`config.mk`:
```
export PLATFORM = sky130hd
export DESIGN_NAME = hsc_regs
export DESIGN_NICKNAME = d
export VERILOG_FILES = /design/src/rtl/hsc_pkg.sv /design/src/rtl/hsc_regs.sv
export SDC_FILE = /design/constraint.sdc
export NUM_CORES = 1
export LEC_CHECK = 0
export ABC_AREA = 1
export BUFFER_PORTS_ARGS = -buffer_cell sky130_fd_sc_hd__buf_2
export CAP_MARGIN = 5
export CORE_AREA = 2 2 73 75
export CTS_CLUSTER_DIAMETER = 40
export CTS_CLUSTER_SIZE = 20
export DETAILED_ROUTE_END_ITERATION = 7
export DIE_AREA = 0 0 75 77
export PLACE_DENSITY = 0.79
export SETUP_SLACK_MARGIN = 0.05
export SYNTH_ARGS = -nofsm -noshare
export SYNTH_HDL_FRONTEND = slang
export SYNTH_SLANG_ARGS = --single-unit
export TNS_END_PERCENT = 100
```
`constraint.sdc`:
```
create_clock -name sys_clk -period 3.3 [get_ports sys_clk]
set_input_delay 0.33 -clock sys_clk [delete_from_list [all_inputs] [get_ports sys_clk]]
set_output_delay 0.33 -clock sys_clk [all_outputs]
set_load 0.02 [all_outputs]
```
`src/rtl/hsc_pkg.sv`:
```
`default_nettype none
package hsc_pkg;

    ////////////////////////////////////////////////////////////////////////
    // Register pointer decode
    localparam int unsigned PTR_DEC_W = 3;
    localparam logic [2:0] OFS_CONTROL        = 3'h0;
    localparam logic [2:0] OFS_ALERT_ENABLE   = 3'h1;
    localparam logic [2:0] OFS_STATUS         = 3'h2;
    localparam logic [2:0] OFS_FAULT_LOG      = 3'h3;
    localparam logic [2:0] OFS_CURRENT_SENSE  = 3'h4;
    localparam logic [2:0] OFS_OUTPUT_VOLTAGE = 3'h5;
    localparam logic [2:0] OFS_AUX_INPUT      = 3'h6;
    localparam logic [2:0] OFS_AUX_INPUT_ALT  = 3'h7;

    ////////////////////////////////////////////////////////////////////////
    // Control register fields
    localparam int unsigned CTL_GPIO_HI   = 7;
    localparam int unsigned CTL_GPIO_LO   = 6;
    localparam int unsigned CTL_TEST      = 5;
    localparam int unsigned CTL_MASS_WR   = 4;
    localparam int unsigned CTL_SWITCH_ON = 3;
    localparam int unsigned CTL_OC_RETRY  = 2;
    localparam int unsigned CTL_UV_RETRY  = 1;
    localparam int unsigned CTL_OV_RETRY  = 0;
    localparam logic [7:0]  CTL_RST       = 8'h13;

    ////////////////////////////////////////////////////////////////////////
    // Alert register fields
    localparam int unsigned ALR_GPIO_OUT = 6;
    localparam logic [7:0]  ALR_MASK     = 8'h7F;
    localparam logic [7:0]  ALR_RST      = 8'h00;

    ////////////////////////////////////////////////////////////////////////
    // Status and fault log fields
    localparam int unsigned STS_GPIO_IN   = 6;
    localparam int unsigned STS_PWR_BAD   = 3;
    localparam logic [7:0]  FLT_MASK      = 8'h3F;
    localparam logic [7:0]  FLT_RST       = 8'h00;
    localparam logic [7:0]  ADC_RST       = 8'h00;
    localparam logic [7:0]  PTR_RST       = 8'h00;

    ////////////////////////////////////////////////////////////////////////
    // GPIO pin function, field value {bit7, bit6}
    typedef enum logic [1:0] {
        HSC_GPIO_PWR_GOOD = 2'b00,
        HSC_GPIO_PWR_BAD  = 2'b10,
        HSC_GPIO_OUTPUT   = 2'b01,
        HSC_GPIO_INPUT    = 2'b11
    } hsc_gpio_fn_t;

    // ADC channel select
    typedef enum logic [1:0] {
        HSC_ADC_SENSE = 2'b00,
        HSC_ADC_VOUT  = 2'b01,
        HSC_ADC_AUX   = 2'b10
    } hsc_adc_ch_t;

    ////////////////////////////////////////////////////////////////////////
    // Request from the serial protocol engine
    typedef struct packed {
        logic       ptr_load;
        logic [7:0] ptr_val;
        logic       wr_en;
        logic [7:0] wr_data;
        logic       addressed;
        logic       ara_won;
    } hsc_bus_req_t;

    // Converter result
    typedef struct packed {
        logic        valid;
        hsc_adc_ch_t ch;
        logic [7:0]  data;
    } hsc_adc_res_t;

endpackage : hsc_pkg
`default_nettype wire

```
`src/rtl/hsc_regs.sv`:
```
// Overview of operation
// - Decode only low three pointer bits
// - ADC registers writable only in test mode
// - Control register at 00h, read/write
// - Alert enable register at 01h
// - Sense 04h, voltage 05h, status 02h, fault 03h
// - Pointers 06h and 07h alias aux data
// - GPIO field selects pin drive source
// - Test mode halts ADC, resets off
// - Mass write enable bit, resets enabled
// - Switch bit drives transistor, on-pin at debounce
// - Overcurrent autoretry or latch-off select
// - Undervoltage autoretry, default enabled
// - Overvoltage autoretry, default enabled
// - GPIO output data bit, resets zero
// - Transistor short alert enable, resets zero
// - Board presence change alert enable
// - Power bad alert enable, resets zero
// - Overcurrent, undervoltage, overvoltage alert enables
// - Release alert when individually addressed
// - No new alert until fault bit cleared
// - Pointer kept after transaction ends
`default_nettype none
module hsc_regs (
    // Clock and reset
    input  wire logic                  sys_clk,
    input  wire logic                  rst,
    // Protocol engine side
    input  wire hsc_pkg::hsc_bus_req_t bus_req,
    output logic [7:0]                 rd_data,
    output logic                       mass_write_en,
    // Converter side
    input  wire hsc_pkg::hsc_adc_res_t adc_res,
    output logic                       adc_halt,
    // Fault events and live conditions
    input  wire logic [5:0]            fault_evt,
    input  wire logic [7:0]            status_raw,
    // Switch control
    input  wire logic                  on_pin,
    input  wire logic                  debounce_done,
    output logic                       switch_on,
    output logic                       oc_retry,
    output logic                       uv_retry,
    output logic                       ov_retry,
    // GPIO pin
    input  wire logic                  gpio_i,
    output logic                       gpio_o,
    output logic                       gpio_oe,
    // Alert pin, open drain
    output logic                       alert_n_o,
    output logic                       alert_oe
);

    ////////////////////////////////////////////////////////////////////////
    // Storage
    logic [7:0] ptr_r;
    logic [7:0] control_r;
    logic [7:0] alert_enable_r;
    logic [7:0] fault_log_r;
    logic [7:0] fault_log_nxt;
    logic [7:0] current_sense_data_r;
    logic [7:0] output_voltage_data_r;
    logic [7:0] aux_input_data_r;
    logic [7:0] status_word;
    logic [7:0] rd_data_r;
    logic [7:0] rd_data_nxt;
    logic       on_capture_armed_r;
    logic       alert_r;
    logic       alert_nxt;
    logic [2:0] sel;
    logic [2:0] wr_sel;
    logic       test_mode;
    logic [5:0] new_fault;
    logic       gpio_o_r;
    logic       gpio_o_nxt;
    logic       gpio_oe_r;
    logic       gpio_oe_nxt;
    hsc_pkg::hsc_gpio_fn_t gpio_fn;

    ////////////////////////////////////////////////////////////////////////
    // Pointer
    always_ff @(posedge sys_clk) begin
        if (rst) begin
            ptr_r <= hsc_pkg::PTR_RST;
        end else if (bus_req.ptr_load) begin
            ptr_r <= bus_req.ptr_val;
        end
    end

    // Upper five pointer bits never take part in decode
    assign sel = ptr_r[hsc_pkg::PTR_DEC_W-1:0];
    assign wr_sel = bus_req.ptr_load ?
                    bus_req.ptr_val[hsc_pkg::PTR_DEC_W-1:0] : sel;
    assign test_mode = control_r[hsc_pkg::CTL_TEST];

    ////////////////////////////////////////////////////////////////////////
    // Control register
    always_ff @(posedge sys_clk) begin
        if (rst) begin
            control_r <= hsc_pkg::CTL_RST;
            on_capture_armed_r <= 1'b1;
        end else if (bus_req.wr_en &&
                     wr_sel == hsc_pkg::OFS_CONTROL) begin
            control_r <= bus_req.wr_data;
            on_capture_armed_r <= 1'b0;
        end else if (debounce_done && on_capture_armed_r) begin
            control_r[hsc_pkg::CTL_SWITCH_ON] <= on_pin;
            on_capture_armed_r <= 1'b0;
        end
    end

    assign switch_on     = control_r[hsc_pkg::CTL_SWITCH_ON];
    assign oc_retry      = control_r[hsc_pkg::CTL_OC_RETRY];
    assign uv_retry      = control_r[hsc_pkg::CTL_UV_RETRY];
    assign ov_retry      = control_r[hsc_pkg::CTL_OV_RETRY];
    assign mass_write_en = control_r[hsc_pkg::CTL_MASS_WR];
    assign adc_halt      = test_mode;

    ////////////////////////////////////////////////////////////////////////
    // Alert enable register
    always_ff @(posedge sys_clk) begin
        if (rst) begin
            alert_enable_r <= hsc_pkg::ALR_RST;
        end else if (bus_req.wr_en &&
                     wr_sel == hsc_pkg::OFS_ALERT_ENABLE) begin
            // Top bit is not stored
            alert_enable_r <= bus_req.wr_data & hsc_pkg::ALR_MASK;
        end
    end

    ////////////////////////////////////////////////////////////////////////
    // Fault log, a new event wins over a host write
    always_comb begin
        fault_log_nxt = fault_log_r;
        if (bus_req.wr_en && wr_sel == hsc_pkg::OFS_FAULT_LOG) begin
            fault_log_nxt = bus_req.wr_data;
        end
        fault_log_nxt = (fault_log_nxt | {2'b00, fault_evt}) &
                        hsc_pkg::FLT_MASK;
    end

    always_ff @(posedge sys_clk) begin
        if (rst) begin
            fault_log_r <= hsc_pkg::FLT_RST;
        end else begin
            fault_log_r <= fault_log_nxt;
        end
    end

    ////////////////////////////////////////////////////////////////////////
    // Converter data registers
    always_ff @(posedge sys_clk) begin
        if (rst) begin
            current_sense_data_r <= hsc_pkg::ADC_RST;
        end else if (test_mode) begin
            if (bus_req.wr_en && wr_sel == hsc_pkg::OFS_CURRENT_SENSE) begin
                current_sense_data_r <= bus_req.wr_data;
            end
        end else if (adc_res.valid && adc_res.ch == hsc_pkg::HSC_ADC_SENSE) begin
            current_sense_data_r <= adc_res.data;
        end
    end

    always_ff @(posedge sys_clk) begin
        if (rst) begin
            output_voltage_data_r <= hsc_pkg::ADC_RST;
        end else if (test_mode) begin
            if (bus_req.wr_en &&
                wr_sel == hsc_pkg::OFS_OUTPUT_VOLTAGE) begin
                output_voltage_data_r <= bus_req.wr_data;
            end
        end else if (adc_res.valid && adc_res.ch == hsc_pkg::HSC_ADC_VOUT) begin
            output_voltage_data_r <= adc_res.data;
        end
    end

    always_ff @(posedge sys_clk) begin
        if (rst) begin
            aux_input_data_r <= hsc_pkg::ADC_RST;
        end else if (test_mode) begin
            if (bus_req.wr_en &&
                (wr_sel == hsc_pkg::OFS_AUX_INPUT ||
                 wr_sel == hsc_pkg::OFS_AUX_INPUT_ALT)) begin
                aux_input_data_r <= bus_req.wr_data;
            end
        end else if (adc_res.valid && adc_res.ch == hsc_pkg::HSC_ADC_AUX) begin
            aux_input_data_r <= adc_res.data;
        end
    end

    ////////////////////////////////////////////////////////////////////////
    // Status word, live pin level in the GPIO bit
    always_comb begin
        status_word = status_raw;
        status_word[hsc_pkg::STS_GPIO_IN] = gpio_i;
    end

    ////////////////////////////////////////////////////////////////////////
    // Read data follows the pointer
    always_comb begin
        case (sel)
            hsc_pkg::OFS_CONTROL: begin
                rd_data_nxt = control_r;
            end
            hsc_pkg::OFS_ALERT_ENABLE: begin
                rd_data_nxt = alert_enable_r & hsc_pkg::ALR_MASK;
            end
            hsc_pkg::OFS_STATUS: begin
                rd_data_nxt = status_word;
            end
            hsc_pkg::OFS_FAULT_LOG: begin
                rd_data_nxt = fault_log_r;
            end
            hsc_pkg::OFS_CURRENT_SENSE: begin
                rd_data_nxt = current_sense_data_r;
            end
            hsc_pkg::OFS_OUTPUT_VOLTAGE: begin
                rd_data_nxt = output_voltage_data_r;
            end
            hsc_pkg::OFS_AUX_INPUT, hsc_pkg::OFS_AUX_INPUT_ALT: begin
                rd_data_nxt = aux_input_data_r;
            end
            default: begin
                rd_data_nxt = aux_input_data_r;
            end
        endcase
    end

    always_ff @(posedge sys_clk) begin
        if (rst) begin
            rd_data_r <= hsc_pkg::CTL_RST;
        end else begin
            rd_data_r <= rd_data_nxt;
        end
    end

    assign rd_data = rd_data_r;

    ////////////////////////////////////////////////////////////////////////
    // GPIO pin drive
    assign gpio_fn = hsc_pkg::hsc_gpio_fn_t'(
                     {control_r[hsc_pkg::CTL_GPIO_HI],
                      control_r[hsc_pkg::CTL_GPIO_LO]});

    always_comb begin
        gpio_o_nxt  = 1'b0;
        gpio_oe_nxt = 1'b1;
        case (gpio_fn)
            hsc_pkg::HSC_GPIO_PWR_GOOD: begin
                gpio_o_nxt = ~status_raw[hsc_pkg::STS_PWR_BAD];
            end
            hsc_pkg::HSC_GPIO_PWR_BAD: begin
                gpio_o_nxt = status_raw[hsc_pkg::STS_PWR_BAD];
            end
            hsc_pkg::HSC_GPIO_OUTPUT: begin
                gpio_o_nxt = alert_enable_r[hsc_pkg::ALR_GPIO_OUT];
            end
            hsc_pkg::HSC_GPIO_INPUT: begin
                gpio_oe_nxt = 1'b0;
            end
            default: begin
                gpio_oe_nxt = 1'b0;
            end
        endcase
    end

    always_ff @(posedge sys_clk) begin
        if (rst) begin
            gpio_o_r  <= 1'b0;
            gpio_oe_r <= 1'b0;
        end else begin
            gpio_o_r  <= gpio_o_nxt;
            gpio_oe_r <= gpio_oe_nxt;
        end
    end

    assign gpio_o  = gpio_o_r;
    assign gpio_oe = gpio_oe_r;

    ////////////////////////////////////////////////////////////////////////
    // Alert, raised only by a fault bit going from clear to set
    assign new_fault = fault_log_nxt[5:0] & ~fault_log_r[5:0] &
                       alert_enable_r[5:0];

    always_comb begin
        alert_nxt = alert_r;
        if (bus_req.addressed || bus_req.ara_won) begin
            alert_nxt = 1'b0;
        end
        if (|new_fault) begin
            alert_nxt = 1'b1;
        end
    end

    always_ff @(posedge sys_clk) begin
        if (rst) begin
            alert_r <= 1'b0;
        end else begin
            alert_r <= alert_nxt;
        end
    end

    // Pulled low while an alert is pending
    assign alert_n_o = 1'b0;
    assign alert_oe  = alert_r;

endmodule : hsc_regs
`default_nettype wire
```
==> results of run 1 <==
cells in the mapped netlist (all sizes together):
library cell	instances
a21oi	25
nand3	26
a311oi	1
a31oi	16
or3b	1
conb	1
o21ai	44
o2111ai	1
nand2	96
buf	8
o211a	1
o22ai	2
nor3	1
inv	51
nor2	20
dfxtp	60
nand4	5
a41oi	2
clkbuf	6
a22oi	4
a221oi	7
cell type report:
| class | instances | area, sq um | area share (%) |
|---|---|---|---|
| tap | 70 | 87.6 | 2.67 |
| clock buffer | 14 | 183 | 5.57 |
| clock inverter | 1 | 5.00 | 0.153 |
| inverter | 51 | 194 | 5.91 |
| multi-input combinational | 253 | 1290 | 39.5 |
| timing repair buffer | 62 | 315 | 9.61 |
| sequential | 60 | 1200 | 36.6 |
worst paths after layout:
check / endpoint / slack (ns) / start
max: aux_input_data_r[6] / 1.28 / control_r[5]
min: gpio_o / 0.26 / status_raw[3]
max reg2reg: aux_input_data_r[6] / 1.28 / control_r[5]
min reg2reg: aux_input_data_r[4] / 0.45 / aux_input_data_r[4]
worst max-delay path, cell delays in order, from the launching register on:
cell     delay (ns)
dfxtp_1        0.58
inv_1          0.33
nor3_4         0.30
nand2_1        0.09
nand2_2        0.20
inv_1          0.15
o21ai_0        0.20
a21oi_1        0.06
through the flow:
step | hold slack [ns] | util [%] | worst slack, ns | cell area (sq um)
finish | 0.265 | 65.9 | 1.28 | 3280
global route | 0.288 | 65.9 | 1.08 | 3280
CTS | 0.267 | 65.9 | 1.32 | 3280
detailed placement | 0.441 | 62.1 | 1.33 | 3090
global placement | 0.435 | 62.1 | 1.37 | 3090
floorplan | 0.424 | - | 1.84 | 2790
power breakdown:
| group | switching, W | internal, W |
|---|---|---|
| clock network | 0.000274 | 0.000350 |
| logic | 0.000180 | 0.0000932 |
| registers | 0.0000332 | 0.000778 |
kinds of logic (layout without fill, tap and decap cells):
kind of cell,after synthesis,in the layout,share of synthesized area [%]
AND/OR/NAND/NOR,149,149,24.6
AO/OA/AOI/OAI,103,103,21.7
other,1,1,0.134
buffers and inverters,65,128,10.5
flip-flops,60,60,43.1
layout by cell type (no fill, tap or decap), types with 2 or more instances in the layout:
cell type and count:
inv_1 49, buf_2 60, clkbuf_8 13, nor2_1 17
a31oi_1 16, o21ai_1 11, a41oi_1 2, dfxtp_1 60
nand4_1 5, a21oi_1 25, o22ai_1 2, nand2_1 85
nand3_1 26, a221oi_1 7, nand2_2 9, a22oi_1 4
nand2_4 2, buf_4 2, o21ai_0 32
sequential cells by signal, summed over array words and instances (netlist names):
name	cells
control_r	8
alert_oe	1
gpio_o	1
fault_log_r	6
gpio_oe	1
on_capture_armed_r	1
ptr_r	3
aux_input_data_r	8
output_voltage_data_r	8
rd_data	8
current_sense_data_r	8
alert_enable_r	7
routing by layer:
layer,up-vias,global-route usage (%),part of all wire (%)
li1,1385,-,-
met1,1301,38.4,46
met2,126,40.3,45
met3,17,5.26,7.6
met4,0,9.29,1.7
met5,-,0,0
==> metrics.md, run 1 <==
| Metric | Value |
|---|---|
| Mapped cell area | `2790 sq um` |
| Final hold violations | `0` |
| Worst Path Arrival | `2.25 ns` |
| Clk root buf | `clkbuf_8` |
| Hold Path Class | `input pin to register` |
| Clk buf depth | `2` |
| WHS Path Cells | `3` |
| Setup Buffers After CTS | `0` |
| Worst EP required | `about 3.5 ns` |
| Crit path capture type | `register` |
| Final Net Count | `487` |
| Fillcell total | `between 400 and 500` |
| GPL Wtd Cong | `between 0.8 and 0.9` |
| WL final | `roughly 7500 um` |
| Sequential-to-total area share from yosys stat | `43.1%` |
| CP startpoint kind | `register` |
| Worst VDD drop | `about 0.00037 V` |
| Total gr overflow | `0` |
| DR WL/cell | `approximately 15 um` |
| Unrepaired setup endpoints after global routing | `no` |
| Initial Utilization | `a little under three fifths` |
| Cell count after synthesis | `~380` |
| Seq cells post-synth | `60` |
| Initial antenna violation count | `0` |
| Leading area contributor after synthesis | `dfxtp_1` |
| Worst Skew | `0.00968 ns` |
| PwrDens | `between 500 and 600 nW/um^2` |
| First-pass GRT wire length | `11,800 um` |
| Fmax | `just under 500 MHz` |
| Slew Limit Fails | `0` |
| Final setup fails | `0` |
| Post-route insts no fill | `just over 500` |
| H-tree Lvls | `3` |
| Avg Cell Area, Syn | `7.38 sq um` |
| Post-CTS Resized | `0` |
| Vias in the first global route | `around 2.5k` |
| CTS tree | `built` |
| Syn_nets | `428` |
| Layout cells sized above 1 | `between 20% and 30%` |
| Chip Width | `around 75 um` |
| Remaining antenna violation count | `0` |
| Clock insertion delay at the later pin of the skew report | `around 0.34 ns` |
| Clock-pin slew on the worst setup and hold paths | `approximately 0.06 ns` |
| I/O Buffers | `60` |
| GR Util All Layers | `a little over a quarter` |
| Initial DRC Count | `roughly 270` |
| Max-slew headroom | `a little under half` |
| Slew at the pin closest to its max-slew limit | `roughly 0.8 ns` |
| First-pass iteration count of the detailed router | `5` |
| Final min period | `2.02 ns` |
| Area grow syn2layout | `17.6%` |
| Placed Cells | `around 500` |
| # IOs | `68` |
| Top-area cell type share of the netlist area | `43.1%` |
| Synth cell types | `33` |
| # hold bufs at CTS | `0` |
| Syn. warnings | `0` |
| Core area | `between 4000 and 5000 sq um` |
| Pwr Total | `~0.0017 W` |
| Die area | `around 5800 sq um` |
| DP HPWL | `between 5000 and 6000 um` |
| Antenna cell count | `0` |
| TritonCTS Buffers | `9` |
| Worst Reg-to-Reg Cells | `7` |
| Run status | `completed` |
| WS Path Type | `register to register` |
| DRC viols | `0` |
| Sink Count | `60` |
| Synth area leaders | `dfxtp_1 (43%), nand2_1 (11%), inv_1 (6.6%)` |
| Largest net degree at the start of global routing | `30` |
| Critical Path Fanout Max | `13` |
| Via count of the routed design | `roughly 2.8k` |
| Pleak | `1.55 nW` |
| Drt via density | `5.54` |
| Max_cap viols | `0` |
| Die Y | `~77 um` |
| FP Rows | `26` |
| Final setup TNS | `0 ns` |
| Tcrit/Tclk final | `61.2%` |
Note: power is estimated with default switching activity, not from simulation.
==> run 2: changes to the inputs <==
--- a/config.mk
+++ b/config.mk
@@ -8,12 +8,12 @@
 export ABC_AREA = 1
 export BUFFER_PORTS_ARGS = -buffer_cell sky130_fd_sc_hd__buf_2
 export CAP_MARGIN = 5
-export CORE_AREA = 2 2 73 75
+export CORE_AREA = 2 2 76 78
 export CTS_CLUSTER_DIAMETER = 40
 export CTS_CLUSTER_SIZE = 20
 export DETAILED_ROUTE_END_ITERATION = 7
-export DIE_AREA = 0 0 75 77
-export PLACE_DENSITY = 0.79
+export DIE_AREA = 0 0 78 80
+export PLACE_DENSITY = 0.74
 export SETUP_SLACK_MARGIN = 0.05
 export SYNTH_ARGS = -nofsm -noshare
 export SYNTH_HDL_FRONTEND = slang
==> constraint.sdc (replaced) <==
create_clock -name sys_clk -period 2 [get_ports sys_clk]
set_input_delay 0.2 -clock sys_clk [delete_from_list [all_inputs] [get_ports sys_clk]]
set_output_delay 0.2 -clock sys_clk [all_outputs]
set_load 0.02 [all_outputs]
==> run 2 against run 1 <==
Against the previous run:
- first-iteration DRC count decreased by 11%
- global-route usage shrank 2.3 points
- worst setup slack got worse by 0.95 ns
- flip-flop and latch count is the same
- largest cell class unchanged
- non-clock buffer count up 2
- clock power rose by 67%
- power is 66% higher
- cell count rose by 0.98%
- register-to-register slack got worse by 0.95 ns
- sequential power rose by 65%
- routed wire length down 2.1%
- combinational power rose by 66%
==> metrics.md, run 2 (synthesized netlist as in run 1, its figures left out) <==
| Metric | Value |
|---|---|
| Run status | `completed (unchanged)` |
| Hold Path Class | `input pin to register (unchanged)` |
| Largest net degree at the start of global routing | `36 (was 30)` |
| CP startpoint kind | `register (unchanged)` |
| Chip Width | `78 um (was 75 um)` |
| Via count of the routed design | `2,766 (was 2,829)` |
| GR Util All Layers | `24.7% (was 26.9%)` |
| Fmax | `598 MHz (was 495 MHz)` |
| Clk root buf | `clkbuf_8 (unchanged)` |
| First-pass GRT wire length | `11,900 um (was 11,800 um)` |
| Sink Count | `60 (unchanged)` |
| Clock-pin slew on the worst setup and hold paths | `0.07 ns (was 0.06 ns)` |
| Worst Path Arrival | `1.90 ns (was 2.25 ns)` |
| CP Launch Point | `ptr_r[0] (was control_r[5])` |
| Max_cap viols | `0 (unchanged)` |
| Crit path capture type | `register (unchanged)` |
| Die area | `6240 sq um (was 5780 sq um)` |
| Area grow syn2layout | `18.1% (was 17.6%)` |
| Worst VDD drop | `0.000565 V (was 0.000372 V)` |
| Hold path start | `status_raw[3] (unchanged)` |
| Setup Buffers After CTS | `0 (unchanged)` |
| Drt via density | `5.36 (was 5.54)` |
| Pleak | `1.56 nW (was 1.55 nW)` |
| FP Rows | `27 (was 26)` |
| Clock insertion delay at the later pin of the skew report | `0.34 ns (about the same)` |
| WL final | `7360 um (was 7520 um)` |
| Final min period | `1.67 ns (was 2.02 ns)` |
| Layout cells sized above 1 | `22.1% (was 21.8%)` |
| First-pass iteration count of the detailed router | `5 (unchanged)` |
| DRC viols | `0 (unchanged)` |
| Worst EP required | `2.23 ns (was 3.53 ns)` |
| Clk buf depth | `2 (unchanged)` |
| TritonCTS Buffers | `9 (unchanged)` |
| Fillcell total | `514 (was 454)` |
| Final setup fails | `0 (unchanged)` |
| # IOs | `68 (unchanged)` |
| H-tree Lvls | `3 (unchanged)` |
| Final Net Count | `489 (was 487)` |
| Core area | `5410 sq um (was 4980 sq um)` |
| Slew Limit Fails | `0 (unchanged)` |
| Initial Utilization | `51.6% (was 56.0%)` |
| Post-route insts no fill | `516 (was 511)` |
| Tcrit/Tclk final | `83.7% (was 61.2%)` |
| GPL Wtd Cong | `0.968 (was 0.898)` |
| # hold bufs at CTS | `0 (unchanged)` |
| Worst Reg-to-Reg Cells | `9 (was 7)` |
| Post-CTS Resized | `0 (unchanged)` |
| Initial DRC Count | `237 (was 267)` |
| I/O Buffers | `60 (unchanged)` |
| Commonest non-fill, non-tap cell in the layout | `nand2_1 (unchanged)` |
| DR WL/cell | `14.3 um (was 14.7 um)` |
| Vias in the first global route | `2,467 (was 2,483)` |
| Unrepaired setup endpoints after global routing | `no (unchanged)` |
| DP HPWL | `5420 um (about the same)` |
| Total gr overflow | `0 (unchanged)` |
| Most frequent cells in the layout | `nand2_1 (85), dfxtp_1 (60), buf_2 (60) (unchanged)` |
| Placed Cells | `500 (was 496)` |
| WS Path Type | `register to register (unchanged)` |
| RR Startpoint | `ptr_r[0] (was control_r[5])` |
| Initial antenna violation count | `0 (unchanged)` |
| Critical Path Fanout Max | `11 (was 13)` |
| Final hold violations | `0 (unchanged)` |
| Die Y | `80 um (was 77 um)` |
| Antenna cell count | `0 (unchanged)` |
| Final setup TNS | `0 ns (unchanged)` |
| WHS Path Cells | `3 (unchanged)` |
| PwrDens | `859 nW/um^2 (was 521 nW/um^2)` |
| Remaining antenna violation count | `0 (unchanged)` |
| CTS tree | `built (unchanged)` |
| Worst Skew | `0.00823 ns (was 0.00968 ns)` |
-- run 2: worst paths after layout --
path                         endpoint  slack, ns
min                            gpio_o       0.14
min reg2reg       aux_input_data_r[6]       0.46
max          output_voltage_data_r[4]       0.33
max reg2reg  output_voltage_data_r[4]       0.33
-- run 2: routing by layer --
metal	up-vias	share of wire [%]	GRT usage (%)
met4	0	1.4	6.67
met5	-	0	0
met2	116	45	39.7
li1	1391	-	-
met3	12	8.5	6.79
met1	1247	45	32.7
-- run 2: critical path, cell delays in order, from the launching register on --
cell and delay [ns]:
dfxtp_1 0.42, inv_1 0.09, nand2_1 0.08, nand2_2 0.08
nor2_1 0.22, nand2_1 0.11, nand2_2 0.20, inv_1 0.14
o21ai_0 0.17, a21oi_1 0.05
-- run 2: area by class of cell --
type | count | area (sq um) | area share (%)
well taps | 72 | 90.1 | 2.74
inverters | 51 | 194 | 5.89
repair buffers | 64 | 330 | 10.0
clock inverters | 5 | 52.6 | 1.60
multi-input cells | 253 | 1290 | 39.3
flip-flops and latches | 60 | 1200 | 36.5
clock buffers | 11 | 131 | 3.99
-- run 2: metrics by stage --
step	total power [W]	setup WS (ns)	util [%]	hold WS [ns]	instance area (sq um)
after floorplan	0.00166	0.536	-	0.313	2790
after global placement	0.00180	0.417	57.5	0.434	3110
after detailed placement	0.00181	0.384	57.5	0.445	3110
after CTS	0.00284	0.372	60.9	0.133	3290
after global routing	0.00295	0.216	60.9	0.131	3290
final	0.00283	0.327	60.9	0.142	3290
-- run 2: power by group --
group | switching, W | internal, W
clock network | 0.000470 | 0.000569
registers | 0.0000519 | 0.00128
logic | 0.000297 | 0.000158
total | 0.000819 | 0.00201
==> run 3: changes to the inputs <==
--- a/config.mk
+++ b/config.mk
@@ -8,12 +8,12 @@
 export ABC_AREA = 1
 export BUFFER_PORTS_ARGS = -buffer_cell sky130_fd_sc_hd__buf_2
 export CAP_MARGIN = 5
-export CORE_AREA = 2 2 76 78
+export CORE_AREA = 2 2 80 82
 export CTS_CLUSTER_DIAMETER = 40
 export CTS_CLUSTER_SIZE = 20
 export DETAILED_ROUTE_END_ITERATION = 7
-export DIE_AREA = 0 0 78 80
-export PLACE_DENSITY = 0.74
+export DIE_AREA = 0 0 82 84
+export PLACE_DENSITY = 0.7
 export SETUP_SLACK_MARGIN = 0.05
 export SYNTH_ARGS = -nofsm -noshare
 export SYNTH_HDL_FRONTEND = slang
==> constraint.sdc (replaced) <==
create_clock -name sys_clk -period 1.5 [get_ports sys_clk]
set_input_delay 0.15 -clock sys_clk [delete_from_list [all_inputs] [get_ports sys_clk]]
set_output_delay 0.15 -clock sys_clk [all_outputs]
set_load 0.02 [all_outputs]
==> run 3 against run 2 <==
Against the previous run:
- clock power rose by 37%
- worst setup slack lost 0.26 ns
- critical path type unchanged
- core utilization shrank 3.1 points
- largest cell class unchanged
==> metrics.md, run 3 (synthesized netlist as in run 1, its figures left out) <==
| Metric | Value |
|---|---|
| Core area | `6100 sq um (was 5410 sq um)` |
| Area after DPL | `3210 sq um (was 3110 sq um)` |
| Final hold violations | `0 (unchanged)` |
| Die area | `6890 sq um (was 6240 sq um)` |
| Clk root buf | `clkbuf_8 (unchanged)` |
| Clk buf depth | `2 (unchanged)` |
| Die Y | `84 um (was 80 um)` |
| Most frequent cells in the layout | `nand2_1 (81), buf_2 (60), dfxtp_1 (56) (was nand2_1 (85), dfxtp_1 (60), buf_2 (60))` |
| CTS tree | `built (unchanged)` |
| Hold Slack | `0.0787 ns (was 0.142 ns)` |
| Run status | `completed (unchanged)` |
| Tcrit/Tclk final | `95.4% (was 83.7%)` |
| WL final | `7460 um (was 7360 um)` |
| Antenna cell count | `0 (unchanged)` |
| WS Path Type | `register to register (unchanged)` |
| Crit path top cell by count | `nand2_4` |
| Worst EP required | `1.73 ns (was 2.23 ns)` |
| Sink Count | `60 (unchanged)` |
| GPL Wtd Cong | `0.865 (was 0.968)` |
| Initial antenna violation count | `0 (unchanged)` |
| # hold bufs at CTS | `0 (unchanged)` |
| Commonest non-fill, non-tap cell in the layout | `nand2_1 (unchanged)` |
| Largest net degree at the start of global routing | `49 (was 36)` |
| Drt via density | `5.20 (was 5.36)` |
| Initial Utilization | `45.8% (was 51.6%)` |
| # IOs | `68 (unchanged)` |
| TritonCTS Buffers | `9 (unchanged)` |
| Worst-path cell chain | `nand2_4, nand2_4, inv_4, nor3_4, nand2_1, nand2_2, inv_1, o21ai_0, a21oi_1 (was inv_1, nand2_1, nand2_2, nor2_1, nand2_1, nand2_2, inv_1, o21ai_0, a21oi_1)` |
| Register area | `1210 sq um (was 1200 sq um)` |
| Fmax | `699 MHz (was 598 MHz)` |
| Hold Path Class | `input pin to register (unchanged)` |
| H-tree Lvls | `3 (unchanged)` |
| Worst Skew | `0.00553 ns (was 0.00823 ns)` |
| DP HPWL | `5640 um (was 5420 um)` |
| Comb pwr share | `17.5% (was 16.1%)` |
| Initial DRC Count | `203 (was 237)` |
| Area grow syn2layout | `26.4% (was 18.1%)` |
| DR WL/cell | `14.0 um (was 14.3 um)` |
| Remaining antenna violation count | `0 (unchanged)` |
| Sequential Power Share | `45.9% (was 47.2%)` |
| Clock insertion delay at the later pin of the skew report | `0.34 ns (about the same)` |
| Area of the multi-input gates | `1360 sq um (was 1290 sq um)` |
| Worst Path Arrival | `1.66 ns (was 1.90 ns)` |
| Fillcell total | `595 (was 514)` |
| First-pass GRT wire length | `12,000 um (was 11,900 um)` |
| Pint | `0.00276 W (was 0.00201 W)` |
| DRC viols | `0 (unchanged)` |
| Final min period | `1.43 ns (was 1.67 ns)` |
| CP Launch Point | `ptr_r[2] (was ptr_r[0])` |
| CP delay by family, top | `simple AND/OR/NAND/NOR gates (unchanged)` |
| Final setup fails | `0 (unchanged)` |
| Switch Pwr | `0.00111 W (was 0.000819 W)` |
| PwrDens | `1100 nW/um^2 (was 859 nW/um^2)` |
| Unrepaired setup endpoints after global routing | `yes (was no)` |
| Cell area after layout | `3530 sq um (was 3290 sq um)` |
| GR Util All Layers | `23.0% (was 24.7%)` |
| Worst VDD drop | `0.000599 V (was 0.000565 V)` |
| I/O Buffers | `60 (unchanged)` |
| Via count of the routed design | `2,770 (was 2,766)` |
| Post-route insts no fill | `533 (was 516)` |
| Placed Cells | `513 (was 500)` |
| Total gr overflow | `0 (unchanged)` |
| Crit path capture type | `register (unchanged)` |
| First-pass iteration count of the detailed router | `4 (was 5)` |
| CP max stage cell | `dfxtp_4 (was dfxtp_1)` |
| Clk pwr share | `36.6% (was 36.7%)` |
| Sw Ratio | `28.7% (was 28.9%)` |
| RR Startpoint | `ptr_r[2] (was ptr_r[0])` |
| Chip Width | `82 um (was 78 um)` |
| Slew Limit Fails | `0 (unchanged)` |
| Critical Path Fanout Max | `6 (was 11)` |
| Vias in the first global route | `2,498 (was 2,467)` |
| Final Net Count | `502 (was 489)` |
| Layout cells sized above 1 | `29.4% (was 22.1%)` |
| FP Rows | `29 (was 27)` |
| Pleak | `1.67 nW (was 1.56 nW)` |
| CP max stage delay | `0.37 ns (was 0.42 ns)` |
| Hold path start | `bus_req[2] (was status_raw[3])` |
| Max_cap viols | `0 (unchanged)` |
| Util after Layout | `57.8% (was 60.9%)` |
| Clock-pin slew on the worst setup and hold paths | `0.07 ns (about the same)` |
| CP bufs+invs | `2 (unchanged)` |
| CP startpoint kind | `register (unchanged)` |
-- run 3: cell count changes in the layout (fill, tap and decap cells not counted), sizes merged --
cell and delta:
buf +13, clkbuf -1
-- run 3: area by class of cell --
cell class | instances | share of cell area (%)
multi-input cells | 253 | 38.6
repair buffers | 77 | 13.4
well taps | 77 | 2.73
flip-flops and latches | 60 | 34.4
clock buffers | 10 | 3.90
inverters | 51 | 5.50
clock inverters | 5 | 1.49
-- run 3: worst paths after layout --
kind / end / slack (ns) / depth (start not counted)
worst max-delay path: output_voltage_data_r[4] / 0.07 / 9
worst min-delay path: control_r[0] / 0.08 / 3
worst max register to register: output_voltage_data_r[4] / 0.07 / 9
worst min register to register: aux_input_data_r[6] / 0.45 / 2
-- run 3: per-stage QoR --
| stage | setup TNS (ns) | worst slack [ns] | total power, W |
|---|---|---|---|
| final | 0 | 0.0693 | 0.00388 |
| after global routing | -0.0803 | -0.0205 | 0.00407 |
| after CTS | 0 | 0.0859 | 0.00387 |
| after detailed placement | -0.273 | -0.0494 | 0.00245 |
| after global placement | 0 | 0.00708 | 0.00244 |
| after floorplan | 0 | 0.117 | 0.00221 |
-- run 3: timing repair --
action                                  CTS  global route
gates resized for setup                   5            25
pin swaps                                 0            13
endpoints found under the setup margin   15            21
setup buffers                             0             5
-- run 3: worst reg2reg max path, cell delays in order (launching register included) --
cell	delay, ns
dfxtp_4	0.37
nand2_4	0.05
nand2_4	0.10
inv_4	0.05
nor3_4	0.22
nand2_1	0.10
nand2_2	0.11
inv_1	0.11
o21ai_0	0.16
a21oi_1	0.05
-- run 3: power groups by stage --
stage	logic (W)	registers (W)	clock network, W
floorplan	0.000362	0.00185	0
global placement	0.000628	0.00181	0
detailed placement	0.000639	0.00181	0
CTS	0.000643	0.00178	0.00144
global route	0.000752	0.00179	0.00153
finish	0.000678	0.00178	0.00142
-- run 3: per-layer routing --
| metal | part of all wire, % | track usage (%) |
|---|---|---|
| met1 | 47 | 32.4 |
| met5 | 0 | 0 |
| met4 | 1.3 | 6.82 |
| met2 | 46 | 35.0 |
| met3 | 5.7 | 4.87 |
